==> src/reference_path_pkg.sv <==
// Register map, field layout and carrier types of the reference path configuration slice
package reference_path_pkg;

    localparam int RATIO_W      = 14;
    localparam int LOW_FIELD_W  = 6;
    localparam int REG_W        = 8;
    localparam int ADDR_W       = 8;

    localparam logic [ADDR_W-1:0] ADDR_SECOND_DIV_HIGH  = 8'h23;
    localparam logic [ADDR_W-1:0] ADDR_SECOND_DIV_LOW   = 8'h24;
    localparam logic [ADDR_W-1:0] ADDR_SECOND_DBL_PRE   = 8'h25;
    localparam logic [ADDR_W-1:0] ADDR_SECOND_SPARE     = 8'h26;
    localparam logic [ADDR_W-1:0] ADDR_CRYSTAL_DIV_HIGH = 8'h27;
    localparam logic [ADDR_W-1:0] ADDR_CRYSTAL_DIV_LOW  = 8'h28;
    localparam logic [ADDR_W-1:0] ADDR_SWITCHOVER       = 8'h29;
    localparam logic [ADDR_W-1:0] ADDR_SPARE_FIRST      = 8'h2A;
    localparam logic [ADDR_W-1:0] ADDR_SPARE_LAST       = 8'h31;

    // Field positions
    localparam int LOW_RATIO_LSB  = 2;
    localparam int LOW_ENABLE_BIT = 1;
    localparam int DBL_OVR_BIT    = 7;
    localparam int DBL_SEL_BIT    = 6;
    localparam int PRE_OVR_BIT    = 5;
    localparam int PRE_SEL_BIT    = 4;
    localparam int MODE_MSB       = 7;
    localparam int MODE_LSB       = 6;
    localparam int DIFF_BIT       = 5;

    // Reset values
    localparam logic [RATIO_W-1:0] SECOND_DIV_RESET  = 14'h1000;
    localparam logic [RATIO_W-1:0] CRYSTAL_DIV_RESET = 14'h0800;
    localparam logic [REG_W-1:0]   REG_ZERO          = 8'h00;

    typedef enum logic [1:0] {
        MODE_REVERTIVE       = 2'b00,
        MODE_NONREVERTIVE    = 2'b01,
        MODE_FORCE_PRIMARY   = 2'b10,
        MODE_FORCE_SECONDARY = 2'b11
    } switch_mode_t;

    typedef struct packed {
        logic                    wr;
        logic                    rd;
        logic [ADDR_W-1:0]       addr;
        logic [REG_W-1:0]        wdata;
    } reg_req_t;

    typedef struct packed {
        logic [RATIO_W-1:0]      second_ref_divide_ratio;
        logic                    second_ref_doubler;
        logic                    second_ref_div5_prescaler;
    } second_ref_path_t;

    typedef struct packed {
        switch_mode_t            mode;
        logic                    revertive;
        logic                    force_primary;
        logic                    force_secondary;
        logic                    switchover_enable;
        logic                    secondary_channel_enable;
        logic                    differential_reference_enable;
    } switchover_cfg_t;

endpackage : reference_path_pkg

==> src/override_select.sv <==
// Chooses between a strap-derived setting and a programmed one
`timescale 1ns/1ns
`default_nettype none
module override_select #(
    parameter int           W = 1
) (
    input  wire logic           override_en,
    input  wire logic [W-1:0]   reg_value,
    input  wire logic [W-1:0]   strap_value,
    output logic [W-1:0]        selected
);

    if (W < 1) begin : g_width_check
        $error("override_select: W must be at least 1");
    end

    // Strap value wins unless software asks otherwise
    assign selected = override_en ? reg_value : strap_value;

endmodule : override_select
`default_nettype wire

==> src/reference_path_config_regs.sv <==
// Reference path configuration registers: second reference, crystal divider, switchover
//
// Summary of operation
// - Second reference divider is 14 bits: high byte at 0x23, low six at 0x24[7:2].
// - Second reference divider register resets to 4096.
// - 0x24[1] selects programmed second divider, else strap-derived ratio.
// - 0x25[7] clear: doubler chosen from straps; set: bit 6 decides.
// - Under override, 0x25[6] zero bypasses doubler, one inserts it.
// - 0x25[5] clear: prescaler chosen from straps; set: bit 4 decides.
// - Under override, 0x25[4] zero bypasses divide-by-5, one inserts it.
// - Crystal divider is 14 bits: high byte at 0x27, low six at 0x28[7:2].
// - Crystal divider register resets to 2048.
// - 0x28[1] selects programmed crystal divider, else strap-derived ratio.
// - 0x29[7:6] decodes revertive, nonrevertive, force primary, force secondary.
// - 0x29[5] makes inputs one differential pair, disabling secondary and switchover.
// - 0x26, 0x2A to 0x31, 0x24[0], 0x25[3:0] have no function.
`timescale 1ns/1ns
`default_nettype none
module reference_path_config_regs (
    input  wire logic                                   clk,
    input  wire logic                                   rstn,
    input  wire reference_path_pkg::reg_req_t           reg_req,
    output logic [reference_path_pkg::REG_W-1:0]        rd_data,
    output logic                                        rd_valid,
    output logic                                        rd_hit,
    input  wire logic [reference_path_pkg::RATIO_W-1:0] strap_second_ratio,
    input  wire logic                                   strap_second_doubler,
    input  wire logic                                   strap_second_prescaler,
    input  wire logic [reference_path_pkg::RATIO_W-1:0] strap_crystal_ratio,
    output reference_path_pkg::second_ref_path_t        second_ref_path,
    output logic [reference_path_pkg::RATIO_W-1:0]      crystal_path_divide_ratio,
    output reference_path_pkg::switchover_cfg_t         switchover_cfg
);

    localparam int RW = reference_path_pkg::RATIO_W;
    localparam int LW = reference_path_pkg::LOW_FIELD_W;

    // Address decode
    wire a_sec_hi  = reg_req.addr == reference_path_pkg::ADDR_SECOND_DIV_HIGH;
    wire a_sec_lo  = reg_req.addr == reference_path_pkg::ADDR_SECOND_DIV_LOW;
    wire a_sec_dp  = reg_req.addr == reference_path_pkg::ADDR_SECOND_DBL_PRE;
    wire a_xo_hi   = reg_req.addr == reference_path_pkg::ADDR_CRYSTAL_DIV_HIGH;
    wire a_xo_lo   = reg_req.addr == reference_path_pkg::ADDR_CRYSTAL_DIV_LOW;
    wire a_switch  = reg_req.addr == reference_path_pkg::ADDR_SWITCHOVER;
    // Spare addresses still belong to this slice so they answer zero
    wire a_in_range = (reg_req.addr >= reference_path_pkg::ADDR_SECOND_DIV_HIGH) &&
                      (reg_req.addr <= reference_path_pkg::ADDR_SPARE_LAST);

    wire w_sec_hi  = reg_req.wr & a_sec_hi;
    wire w_sec_lo  = reg_req.wr & a_sec_lo;
    wire w_sec_dp  = reg_req.wr & a_sec_dp;
    wire w_xo_hi   = reg_req.wr & a_xo_hi;
    wire w_xo_lo   = reg_req.wr & a_xo_lo;
    wire w_switch  = reg_req.wr & a_switch;

    // Control bits
    logic                               sec_ratio_en_r;
    logic                               sec_ratio_en_nxt;
    logic                               dbl_ovr_r;
    logic                               dbl_ovr_nxt;
    logic                               dbl_sel_r;
    logic                               dbl_sel_nxt;
    logic                               pre_ovr_r;
    logic                               pre_ovr_nxt;
    logic                               pre_sel_r;
    logic                               pre_sel_nxt;
    logic                               xo_ratio_en_r;
    logic                               xo_ratio_en_nxt;
    reference_path_pkg::switch_mode_t   mode_r;
    reference_path_pkg::switch_mode_t   mode_nxt;
    logic                               diff_r;
    logic                               diff_nxt;

    assign sec_ratio_en_nxt = w_sec_lo ? reg_req.wdata[reference_path_pkg::LOW_ENABLE_BIT] : sec_ratio_en_r;
    assign dbl_ovr_nxt      = w_sec_dp ? reg_req.wdata[reference_path_pkg::DBL_OVR_BIT] : dbl_ovr_r;
    assign dbl_sel_nxt      = w_sec_dp ? reg_req.wdata[reference_path_pkg::DBL_SEL_BIT] : dbl_sel_r;
    assign pre_ovr_nxt      = w_sec_dp ? reg_req.wdata[reference_path_pkg::PRE_OVR_BIT] : pre_ovr_r;
    assign pre_sel_nxt      = w_sec_dp ? reg_req.wdata[reference_path_pkg::PRE_SEL_BIT] : pre_sel_r;
    assign xo_ratio_en_nxt  = w_xo_lo  ? reg_req.wdata[reference_path_pkg::LOW_ENABLE_BIT] : xo_ratio_en_r;
    assign mode_nxt         = w_switch ?
        reference_path_pkg::switch_mode_t'(reg_req.wdata[reference_path_pkg::MODE_MSB:reference_path_pkg::MODE_LSB])
        : mode_r;
    assign diff_nxt         = w_switch ? reg_req.wdata[reference_path_pkg::DIFF_BIT] : diff_r;

    always_ff @(posedge clk) begin
        if (!rstn) begin
            sec_ratio_en_r <= 1'b0;
            dbl_ovr_r      <= 1'b0;
            dbl_sel_r      <= 1'b0;
            pre_ovr_r      <= 1'b0;
            pre_sel_r      <= 1'b0;
            xo_ratio_en_r  <= 1'b0;
            mode_r         <= reference_path_pkg::MODE_REVERTIVE;
            diff_r         <= 1'b0;
        end else begin
            sec_ratio_en_r <= sec_ratio_en_nxt;
            dbl_ovr_r      <= dbl_ovr_nxt;
            dbl_sel_r      <= dbl_sel_nxt;
            pre_ovr_r      <= pre_ovr_nxt;
            pre_sel_r      <= pre_sel_nxt;
            xo_ratio_en_r  <= xo_ratio_en_nxt;
            mode_r         <= mode_nxt;
            diff_r         <= diff_nxt;
        end
    end

    // Divider storage
    logic [RW-1:0] sec_staged;
    logic [RW-1:0] sec_applied;
    logic [RW-1:0] xo_staged;
    logic [RW-1:0] xo_applied;

    split_divider_stage #(
        .W           (RW),
        .LOW_W       (LW),
        .RESET_VALUE (reference_path_pkg::SECOND_DIV_RESET)
    ) u_second_div (
        .clk     (clk),
        .rstn    (rstn),
        .high_wr (w_sec_hi),
        .low_wr  (w_sec_lo),
        .wdata   (reg_req.wdata),
        .staged  (sec_staged),
        .applied (sec_applied)
    );

    split_divider_stage #(
        .W           (RW),
        .LOW_W       (LW),
        .RESET_VALUE (reference_path_pkg::CRYSTAL_DIV_RESET)
    ) u_crystal_div (
        .clk     (clk),
        .rstn    (rstn),
        .high_wr (w_xo_hi),
        .low_wr  (w_xo_lo),
        .wdata   (reg_req.wdata),
        .staged  (xo_staged),
        .applied (xo_applied)
    );

    // Effective settings
    logic [RW-1:0] sec_ratio_sel;
    logic [RW-1:0] xo_ratio_sel;
    logic          dbl_sel;
    logic          pre_sel;

    override_select #(.W(RW)) u_sel_sec_ratio (
        .override_en (sec_ratio_en_r),
        .reg_value   (sec_applied),
        .strap_value (strap_second_ratio),
        .selected    (sec_ratio_sel)
    );

    override_select #(.W(RW)) u_sel_xo_ratio (
        .override_en (xo_ratio_en_r),
        .reg_value   (xo_applied),
        .strap_value (strap_crystal_ratio),
        .selected    (xo_ratio_sel)
    );

    override_select #(.W(1)) u_sel_dbl (
        .override_en (dbl_ovr_r),
        .reg_value   (dbl_sel_r),
        .strap_value (strap_second_doubler),
        .selected    (dbl_sel)
    );

    override_select #(.W(1)) u_sel_pre (
        .override_en (pre_ovr_r),
        .reg_value   (pre_sel_r),
        .strap_value (strap_second_prescaler),
        .selected    (pre_sel)
    );

    wire m_revert = mode_r == reference_path_pkg::MODE_REVERTIVE;
    wire m_fprim  = mode_r == reference_path_pkg::MODE_FORCE_PRIMARY;
    wire m_fsec   = mode_r == reference_path_pkg::MODE_FORCE_SECONDARY;

    reference_path_pkg::second_ref_path_t path_nxt;
    reference_path_pkg::switchover_cfg_t  sw_nxt;

    assign path_nxt.second_ref_divide_ratio   = sec_ratio_sel;
    assign path_nxt.second_ref_doubler        = dbl_sel;
    assign path_nxt.second_ref_div5_prescaler = pre_sel;

    assign sw_nxt.mode                          = mode_r;
    assign sw_nxt.revertive                     = m_revert;
    assign sw_nxt.force_primary                 = m_fprim;
    assign sw_nxt.force_secondary               = m_fsec;
    // differential pair disables secondary and switchover
    assign sw_nxt.switchover_enable             = ~diff_r;
    assign sw_nxt.secondary_channel_enable      = ~diff_r;
    assign sw_nxt.differential_reference_enable = diff_r;

    // Read-back mux
    logic [reference_path_pkg::REG_W-1:0] rd_mux;

    always_comb begin
        rd_mux = reference_path_pkg::REG_ZERO;
        case (1'b1)
            a_sec_hi: begin
                rd_mux = sec_staged[RW-1:LW];
            end
            a_sec_lo: begin
                rd_mux[reference_path_pkg::REG_W-1:reference_path_pkg::LOW_RATIO_LSB] = sec_staged[LW-1:0];
                rd_mux[reference_path_pkg::LOW_ENABLE_BIT]  = sec_ratio_en_r;
            end
            a_sec_dp: begin
                rd_mux[reference_path_pkg::DBL_OVR_BIT] = dbl_ovr_r;
                rd_mux[reference_path_pkg::DBL_SEL_BIT] = dbl_sel_r;
                rd_mux[reference_path_pkg::PRE_OVR_BIT] = pre_ovr_r;
                rd_mux[reference_path_pkg::PRE_SEL_BIT] = pre_sel_r;
            end
            a_xo_hi: begin
                rd_mux = xo_staged[RW-1:LW];
            end
            a_xo_lo: begin
                rd_mux[reference_path_pkg::REG_W-1:reference_path_pkg::LOW_RATIO_LSB] = xo_staged[LW-1:0];
                rd_mux[reference_path_pkg::LOW_ENABLE_BIT]  = xo_ratio_en_r;
            end
            a_switch: begin
                rd_mux[reference_path_pkg::MODE_MSB:reference_path_pkg::MODE_LSB] = mode_r;
                rd_mux[reference_path_pkg::DIFF_BIT] = diff_r;
            end
            default: begin
                rd_mux = reference_path_pkg::REG_ZERO;
            end
        endcase
    end

    // Outputs registered so downstream dividers see glitch-free values
    always_ff @(posedge clk) begin
        if (!rstn) begin
            rd_data                   <= reference_path_pkg::REG_ZERO;
            rd_valid                  <= 1'b0;
            rd_hit                    <= 1'b0;
            second_ref_path           <= '0;
            crystal_path_divide_ratio <= '0;
            switchover_cfg            <= '0;
        end else begin
            rd_data                   <= reg_req.rd ? rd_mux : reference_path_pkg::REG_ZERO;
            rd_valid                  <= reg_req.rd;
            rd_hit                    <= reg_req.rd & a_in_range;
            second_ref_path           <= path_nxt;
            crystal_path_divide_ratio <= xo_ratio_sel;
            switchover_cfg            <= sw_nxt;
        end
    end

endmodule : reference_path_config_regs
`default_nettype wire

==> src/split_divider_stage.sv <==
// Two-byte divider register with staging so both halves are applied together
`timescale 1ns/1ns
`default_nettype none
module split_divider_stage #(
    parameter int               W           = 14,
    parameter int               LOW_W       = 6,
    parameter logic [W-1:0]     RESET_VALUE = 14'h1000
) (
    input  wire logic           clk,
    input  wire logic           rstn,
    input  wire logic           high_wr,
    input  wire logic           low_wr,
    input  wire logic [7:0]     wdata,
    output logic [W-1:0]        staged,
    output logic [W-1:0]        applied
);

    // Elaboration check: the high half must be exactly one bus byte
    if (W != LOW_W + 8) begin : g_width_check
        $error("split_divider_stage: W must equal LOW_W + 8");
    end

    logic [W-1:0]   staged_r;
    logic [W-1:0]   staged_nxt;
    logic [W-1:0]   applied_r;
    logic           high_new_r;
    logic           low_new_r;
    wire            high_done = high_new_r | high_wr;
    wire            low_done  = low_new_r | low_wr;
    // Commit only once both halves have fresh content
    wire            commit    = high_done & low_done;

    always_comb begin
        staged_nxt = staged_r;
        if (high_wr) begin
            staged_nxt[W-1:LOW_W] = wdata;
        end
        if (low_wr) begin
            staged_nxt[LOW_W-1:0] = wdata[7:8-LOW_W];
        end
    end

    always_ff @(posedge clk) begin
        if (!rstn) begin
            staged_r   <= RESET_VALUE;
            applied_r  <= RESET_VALUE;
            high_new_r <= 1'b0;
            low_new_r  <= 1'b0;
        end else begin
            staged_r   <= staged_nxt;
            high_new_r <= high_done & ~commit;
            low_new_r  <= low_done & ~commit;
            if (commit) begin
                applied_r <= staged_nxt;
            end
        end
    end

    assign staged  = staged_r;
    assign applied = applied_r;

endmodule : split_divider_stage
`default_nettype wire
==> config.mk <==
export PLATFORM = sky130hd
export DESIGN_NAME = reference_path_config_regs
export DESIGN_NICKNAME = d
export VERILOG_FILES = /design/src/reference_path_pkg.sv /design/src/override_select.sv /design/src/reference_path_config_regs.sv /design/src/split_divider_stage.sv
export SDC_FILE = /design/constraint.sdc
export NUM_CORES = 1
export LEC_CHECK = 0
export BUFFER_PORTS_ARGS = -buffer_cell sky130_fd_sc_hd__buf_2
export CORE_ASPECT_RATIO = 1.2
export CORE_UTILIZATION = 48
export DETAILED_ROUTE_END_ITERATION = 10
export GPL_TIMING_DRIVEN = 1
export MAX_ROUTING_LAYER = met4
export PLACE_DENSITY = 0.75
export SLEW_MARGIN = 30
export SYNTH_ARGS = -nofsm -noshare
export SYNTH_HDL_FRONTEND = slang
export SYNTH_SLANG_ARGS = --single-unit
==> constraint.sdc <==
create_clock -name clk -period 1.83 [get_ports clk]
set_input_delay 0.366 -clock clk [delete_from_list [all_inputs] [get_ports clk]]
set_output_delay 0.366 -clock clk [all_outputs]
set_load 0.005 [all_outputs]
---- Yosys cells after proc, flatten, opt, wreduce, memory -nomap -nowiden ----
Index checks and enable logic that the tools add are counted.
operators by class
  eq/ne operators ......................... 8
  multiply operators ...................... 0
  bitwise operators ....................... 20
  muxes and demuxes ....................... 28
  div/mod/pow operators ................... 0
  shift operators ......................... 0
  order comparisons ....................... 2
  add/subtract/negate cells ............... 0
  reduce and logical (&&, ||, !) cells .... 3
operator list
  kind                                                                count
  == test 8 x 6 -> 1 bit (second input constant)                      6
  2-to-1 mux 3 bit                                                    11
  2-to-1 mux 14 bit                                                   2
  2-to-1 mux 8 bit                                                    2
  bitwise AND 1 bit                                                   13
  2-to-1 mux 6 bit                                                    2
  2-to-1 mux 1 bit                                                    11
  greater-or-equal comparator 8 x 6 -> 1 bit (second input constant)  1
  <= comparator 8 x 6 -> 1 bit (second input constant)                1
  == test 2 bit (second input constant)                               2
  bitwise OR 1 bit                                                    4
  inverter 1 bit                                                      3
  logical NOT 2 bit                                                   1
  AND reduction 2 bit                                                 1
  logical AND 1 bit                                                   1
storage, ports and cells
  bits in latches ......................... 0
  output and inout port bits .............. 48
  word-level logic and storage cells ...... 90
  ROM bits ................................ 0
  input bits .............................. 50
  register bits ........................... 116
  memory bits (writable) .................. 0
  memories ................................ 0

---- Longest topological paths before layout ----
  depth after elaboration ................. 7
  mapped depth ............................ 8
  depth with buffers taken out ............ 4

---- By module ----
From an unflattened synthesis, not the netlist that was laid out.
second synthesis, totals
  cells, all modules ...................... 442
  area total of the unflattened synthesis .. 4,712.0 µm²
by module, submodules not included
  module                                 sequential area each (µm²)  cells each  area an instance (µm²)  times used
  split_divider_stage                    600.6                       100         1,114.8                 2
  reference_path_config_regs             1,121.1                     210         2,114.5                 1
  override_select (u_sel_sec_ratio ...)  0.0                         15          168.9                   2
  override_select (u_sel_dbl ...)        0.0                         1           15.0                    2

---- Least setup slack after synthesis ----
OpenSTA, ideal clock, no wires.
  path kind ............................... input port to flip-flop
  from .................................... input port reg_req[10] in the netlist's numbering
  to ...................................... register u_crystal_div.applied_r[11], in the netlist u_crystal_div.applied[11]
  stages on the path ...................... 6
  setup time .............................. 121 ps
  required time ........................... 1,709 ps
  setup slack ............................. -79 ps
  arrival ................................. 1,788 ps
  path buffers ............................ 2
  path through ............................ buf_2 > nor3b_1 > a31o_2 > and2_1 > buf_2 > mux2_4
between the ends
  word-level cells in the longest chain between the ends .. 4
  elaborated cells between the ends (all ways) .. 8
  classes of those cells .................. eq/ne: 2; mux: 1; bitwise: 5
ends and longest elaborated chain
  what                                              RTL line                                                            text
  start, declared                                   reference_path_config_regs.sv:22                                    input wire reference_path_pkg::reg_req_t reg_req,
  == test 8 x 6 -> 1 bit, on equally long branches  reference_path_config_regs.sv:42, reference_path_config_regs.sv:43
  bitwise AND 1 bit, on equally long branches       reference_path_config_regs.sv:52, reference_path_config_regs.sv:53
  bitwise OR 1 bit, on equally long branches        split_divider_stage.sv:28, split_divider_stage.sv:29
  bitwise AND 1 bit                                 split_divider_stage.sv:31                                           wire commit = high_done & low_done;
  end signal, assigned                              split_divider_stage.sv:54                                           applied_r <= staged_nxt;
  end, declared                                     split_divider_stage.sv:25                                           logic [W-1:0] applied_r;
Several ways; a longest one is shown, not always the timed one.
A chain may end at the register's enable or synchronous reset.

---- Final worst setup path ----
  from .................................... input port reg_req[9] in the netlist's numbering
  to ...................................... register rd_data[5] in the netlist's numbering
between the ends
  word-level cells in the longest chain between the ends .. 7
  elaborated cells between the ends (all ways) .. 12
  classes of those cells .................. eq/ne: 6; mux: 6
ends and longest elaborated chain
  what                            RTL line                           text
  == test 8 x 6 -> 1 bit          reference_path_config_regs.sv:44   wire a_switch = reg_req.addr == reference_path_pkg::ADDR_SWITCHOVER;
  2-to-1 mux 3 bit (5 in series)  reference_path_config_regs.sv:200  case (1'b1)
  2-to-1 mux 3 bit (*)            reference_path_config_regs.sv:200
  end signal, assigned            reference_path_config_regs.sv:234  rd_data <= reference_path_pkg::REG_ZERO;
  end signal, assigned            reference_path_config_regs.sv:241  rd_data <= reg_req.rd ? rd_mux : reference_path_pkg::REG_ZERO;
  end, declared                   reference_path_config_regs.sv:23   output logic [reference_path_pkg::REG_W-1:0] rd_data,
Mark *: on every way between the ends. The rest lies on a longest branch, timed or not.

==> results by group <==
STA
  • Minimum clock period: 1520 ps
  • Finish-stage setup viols: 0
  • Max Slew Vio Count: 0
  • Slew headroom: 0.637
  • Highest clock rate: 0.658 GHz
  • Worst Skew: 11.7 ps
  • WHS: 70.1 ps
  • RSZ-0062 raised after global routing: no
  • Worst slew pin tran: 543 ps
  • Final hold vios: 0
  • Fin crit share: 0.830

Clocking
  • Post-CTS Setup Repair Bufs: 0
  • Sink Count: 116
  • Clock-pin slew on the worst setup and hold paths: 60 ps
  • Worst skew pair latency: 530 ps
  • CTS tree: built
  • CTS max path bufs: 2
  • CTS root buffer: clkbuf_8
  • CTS Buf Count: 17
  • H-tree Lvls: 4
  • Hold_buf cts: 0
  • Post-CTS sizing: 0

Critical path
  • Worst endpoint required time: 2300 ps
  • CP max stage cell: nor3b_1
  • CP Class: input port to flop
  • CP endpoint: rd_data[5]$_SDFF_PN0_
  • Reg2Reg Depth: 4
  • CP Capture Type: flop
  • Reg-to-Reg Start: u_crystal_div.staged[5]$_SDFF_PN0_
  • Worst reg2reg path endpoint: rd_data[7]$_SDFF_PN0_
  • Critical Path Source: reg_req[9]
  • Reg2Reg Setup Slack: 490 ps
  • Arr. time, crit path: 1990 ps
  • Crit-path leading delay family: compound AO/OA/AOI/OAI gates
  • Type of origin of the critical path: input port
  • WP buf/inv: 2
  • Critical path depth: 6
  • CP cell instances: buf_2, buf_4, nor3b_1, o21ai_0, a2111oi_1, o221a_1
  • Slowest stage delay, CP: 470 ps
  • Top fanout value on the critical path: 6

Synthesis
  • Post-Synth XOR/XNOR Area: 0
  • Synth top area share: 0.515
  • Top cells by area, synth: dfxtp_1 51%, mux2i_1 15%, nor2_1 6.2%, a211oi_1 4.3%, a21oi_1 3.4%
  • Multiplexer share of the synthesized area: 0.160
  • Cell area after synthesis: 4510 um2
  • Post-synthesis sequential area ratio: 0.515
  • YS warnings: 0
  • Syn Nets: 492
  • Mapped Cells: 442
  • Adder-Cell Fraction of Synth Area: 0
  • Synth Area in Compound Gates: 0.134
  • Simple-Gate Fraction of Synth Area: 0.150
  • Cell accounting for the most synthesized area: dfxtp_1
  • Netlist cell types: 50
  • FF+latch count, synth: 116
  • Largest family of logic cells by synthesized area: multiplexers
  • Mapped Avg Cell Area: 10.2 um2

Placement
  • Port bufs: 97
  • Final HPWL DP: 8.29 mm
  • Placer congestion estimate: 0.897
  • Placed cells: 665

Detailed routing
  • WL per Instance: 16.6 um
  • Routed vias: 3727
  • First-pass DRT Iterations: 5
  • Post-DRT Antenna Nets: 0
  • Initial DRC count: 261
  • Routed WL: 11.5 mm
  • Vias per cell: 5.35
  • DRC violations left: 0

Power
  • Clock power frac: 0.525
  • Worst vdd rail ir drop: 0.677 mV
  • Sw Pwr: 1.34 mW
  • Seq pwr share: 0.422
  • Internal power: 4.76 mW
  • PD cells: 1040 nW/um2
  • P_leak: 2.61 nW
  • Comb pwr share: 0.053
  • Switching Fraction: 0.220

GRT
  • Grt total ovfl: 0
  • First-pass GRT wire length: 18.2 mm
  • Largest net degree at the start of global routing: 37
  • Total GRT Usage: 0.253
  • Initial antenna violation count: 0
  • Number of global-route vias before repair: 3641

Floorplanning
  • Starting Density: 0.497
  • Core area: 9080 um2
  • Die Width: 90.5 um
  • Die Span Y: 108 um
  • Row cnt: 38
  • I/O Pins: 98
  • Die ar.: 9800 um2

Finish
  • Layout Cells excl Fill: 697
  • ANT cells: 0
  • Area delta synth->final: 30.4%
  • Final #Nets: 614
  • Fraction of layout cells with a size suffix above 1: 0.326

Hold path
  • Hold Path Depth: 3
  • Hold WC Path Type: input port to flop
  • Min-delay src: strap_second_ratio[1]

Outcome
  • Status: complete, no violations

Flow run
  • Max Cap Violations: 0
-- power by group through the flow --
stage	sequential [mW]	combinational [mW]	clock, mW
after floorplan	2.64	0.141	0
after global placement	2.63	0.320	0
after detailed placement	2.63	0.323	0
after CTS	2.58	0.324	3.24
after global routing	2.58	0.350	3.36
final	2.58	0.323	3.20
-- per-layer routing --
| metal | global-route usage | share of wire |
|---|---|---|
| met1 | 0.294 | 0.43 |
| met2 | 0.418 | 0.51 |
| met3 | 0.0647 | 0.047 |
| met4 | 0.103 | 0.016 |
| met5 | - | 0 |
-- per-stage QoR --
| step | worst slack [ps] | total power, mW | utilization | TNS [ps] | cell area [um2] |
|---|---|---|---|---|---|
| after detailed placement | -145 | 2.95 | 0.584 | -264 | 5300 |
| after CTS | 385 | 6.14 | 0.648 | 0 | 5890 |
| after floorplan | -24.8 | 2.78 | - | -31.2 | 4530 |
| after global placement | -219 | 2.95 | 0.584 | -392 | 5300 |
| after global routing | 269 | 6.29 | 0.648 | 0 | 5890 |
| final | 311 | 6.10 | 0.648 | 0 | 5890 |
-- layout by cell type, fill, tap and decap left out, drive strengths merged, types with 3 or more instances in the layout --
cell / synthesis / final
mux2i: 69 / 69
a21oi: 31 / 31
nor2b: 6 / 6
nor4: 3 / 3
a31o: 4 / 4
nand3: 4 / 4
nor2: 74 / 74
dfxtp: 116 / 116
a31oi: 4 / 4
nor3: 3 / 3
a211oi: 26 / 26
inv: 2 / 5
nand2: 6 / 6
a22oi: 3 / 3
nand2b: 5 / 5
and2: 7 / 7
nor4b: 3 / 3
buf: 17 / 138
o21ai: 6 / 6
clkbuf: 18 / 22
clkinvlp: 0 / 4
nor3b: 6 / 6
-- area by class of cell --
class,count,area (um2)
inverter,3,11.3
sequential,116,2320
multi-input combinational,288,2010
timing repair buffer,138,806
clock buffer,22,463
fill,740,3190
clock inverter,10,121
tap,120,150
-- cell usage after synthesis (all sizes together) --
master   number
clkbuf       18
a222oi        1
o21ai         6
or2           2
a31o          4
a21oi        31
nor2         74
dfxtp       116
a32o          1
nor3          3
o32a          2
clkinv        1
and2          7
a31oi         4
and4b         1
buf          17
and3          1
mux2i        69
and4          2
inv           2
mux2          2
nor3b         6
a211o         2
nand4         2
o22a          1
nor2b         6
nor4b         3
o211ai        1
nand3         4
o22ai         1
a2111oi       2
or3b          1
nand2         6
o221a         2
a22o          1
a211oi       26
a22oi         3
nor4bb        1
nor4          3
o41ai         1
nand2b        5
and2b         1
-- registers in the layout, indices dropped and copies added (netlist names), 2 cells and up --
signal and cells:
mode_r 2, crystal_path_divide_ratio 14, u_second_div.applied 14, second_ref_path 16
u_crystal_div.staged 14, switchover_cfg 7, u_second_div.staged 14, rd_data 8
u_crystal_div.applied 14
-- logic make-up after synthesis --
kind of cell,Yosys count
DFF,116
buffers and inverters,38
muxes,71
AOI/OAI and AO/OA,89
and+or+nand+nor,128
-- worst reg2reg max path, cell delays in order (launching register included) --
cell and delay [ps]:
dfxtp_1 400, nor2b_1 140, o21ai_0 80, a2111oi_1 430, o221a_1 240
-- worst min path at each step --
stage	to	slack, ps
finish	second_ref_path[3]$_SDFF_PN0_	70
global route	second_ref_path[13]$_SDFF_PN0_	60
CTS	crystal_path_divide_ratio[1]$_SDFF_PN0_	60
detailed placement	switchover_cfg[1]$_SDFF_PN0_	470
global placement	switchover_cfg[1]$_SDFF_PN0_	450
floorplan	switchover_cfg[1]$_SDFF_PN0_	420
Power figures use the tool's default switching activity.
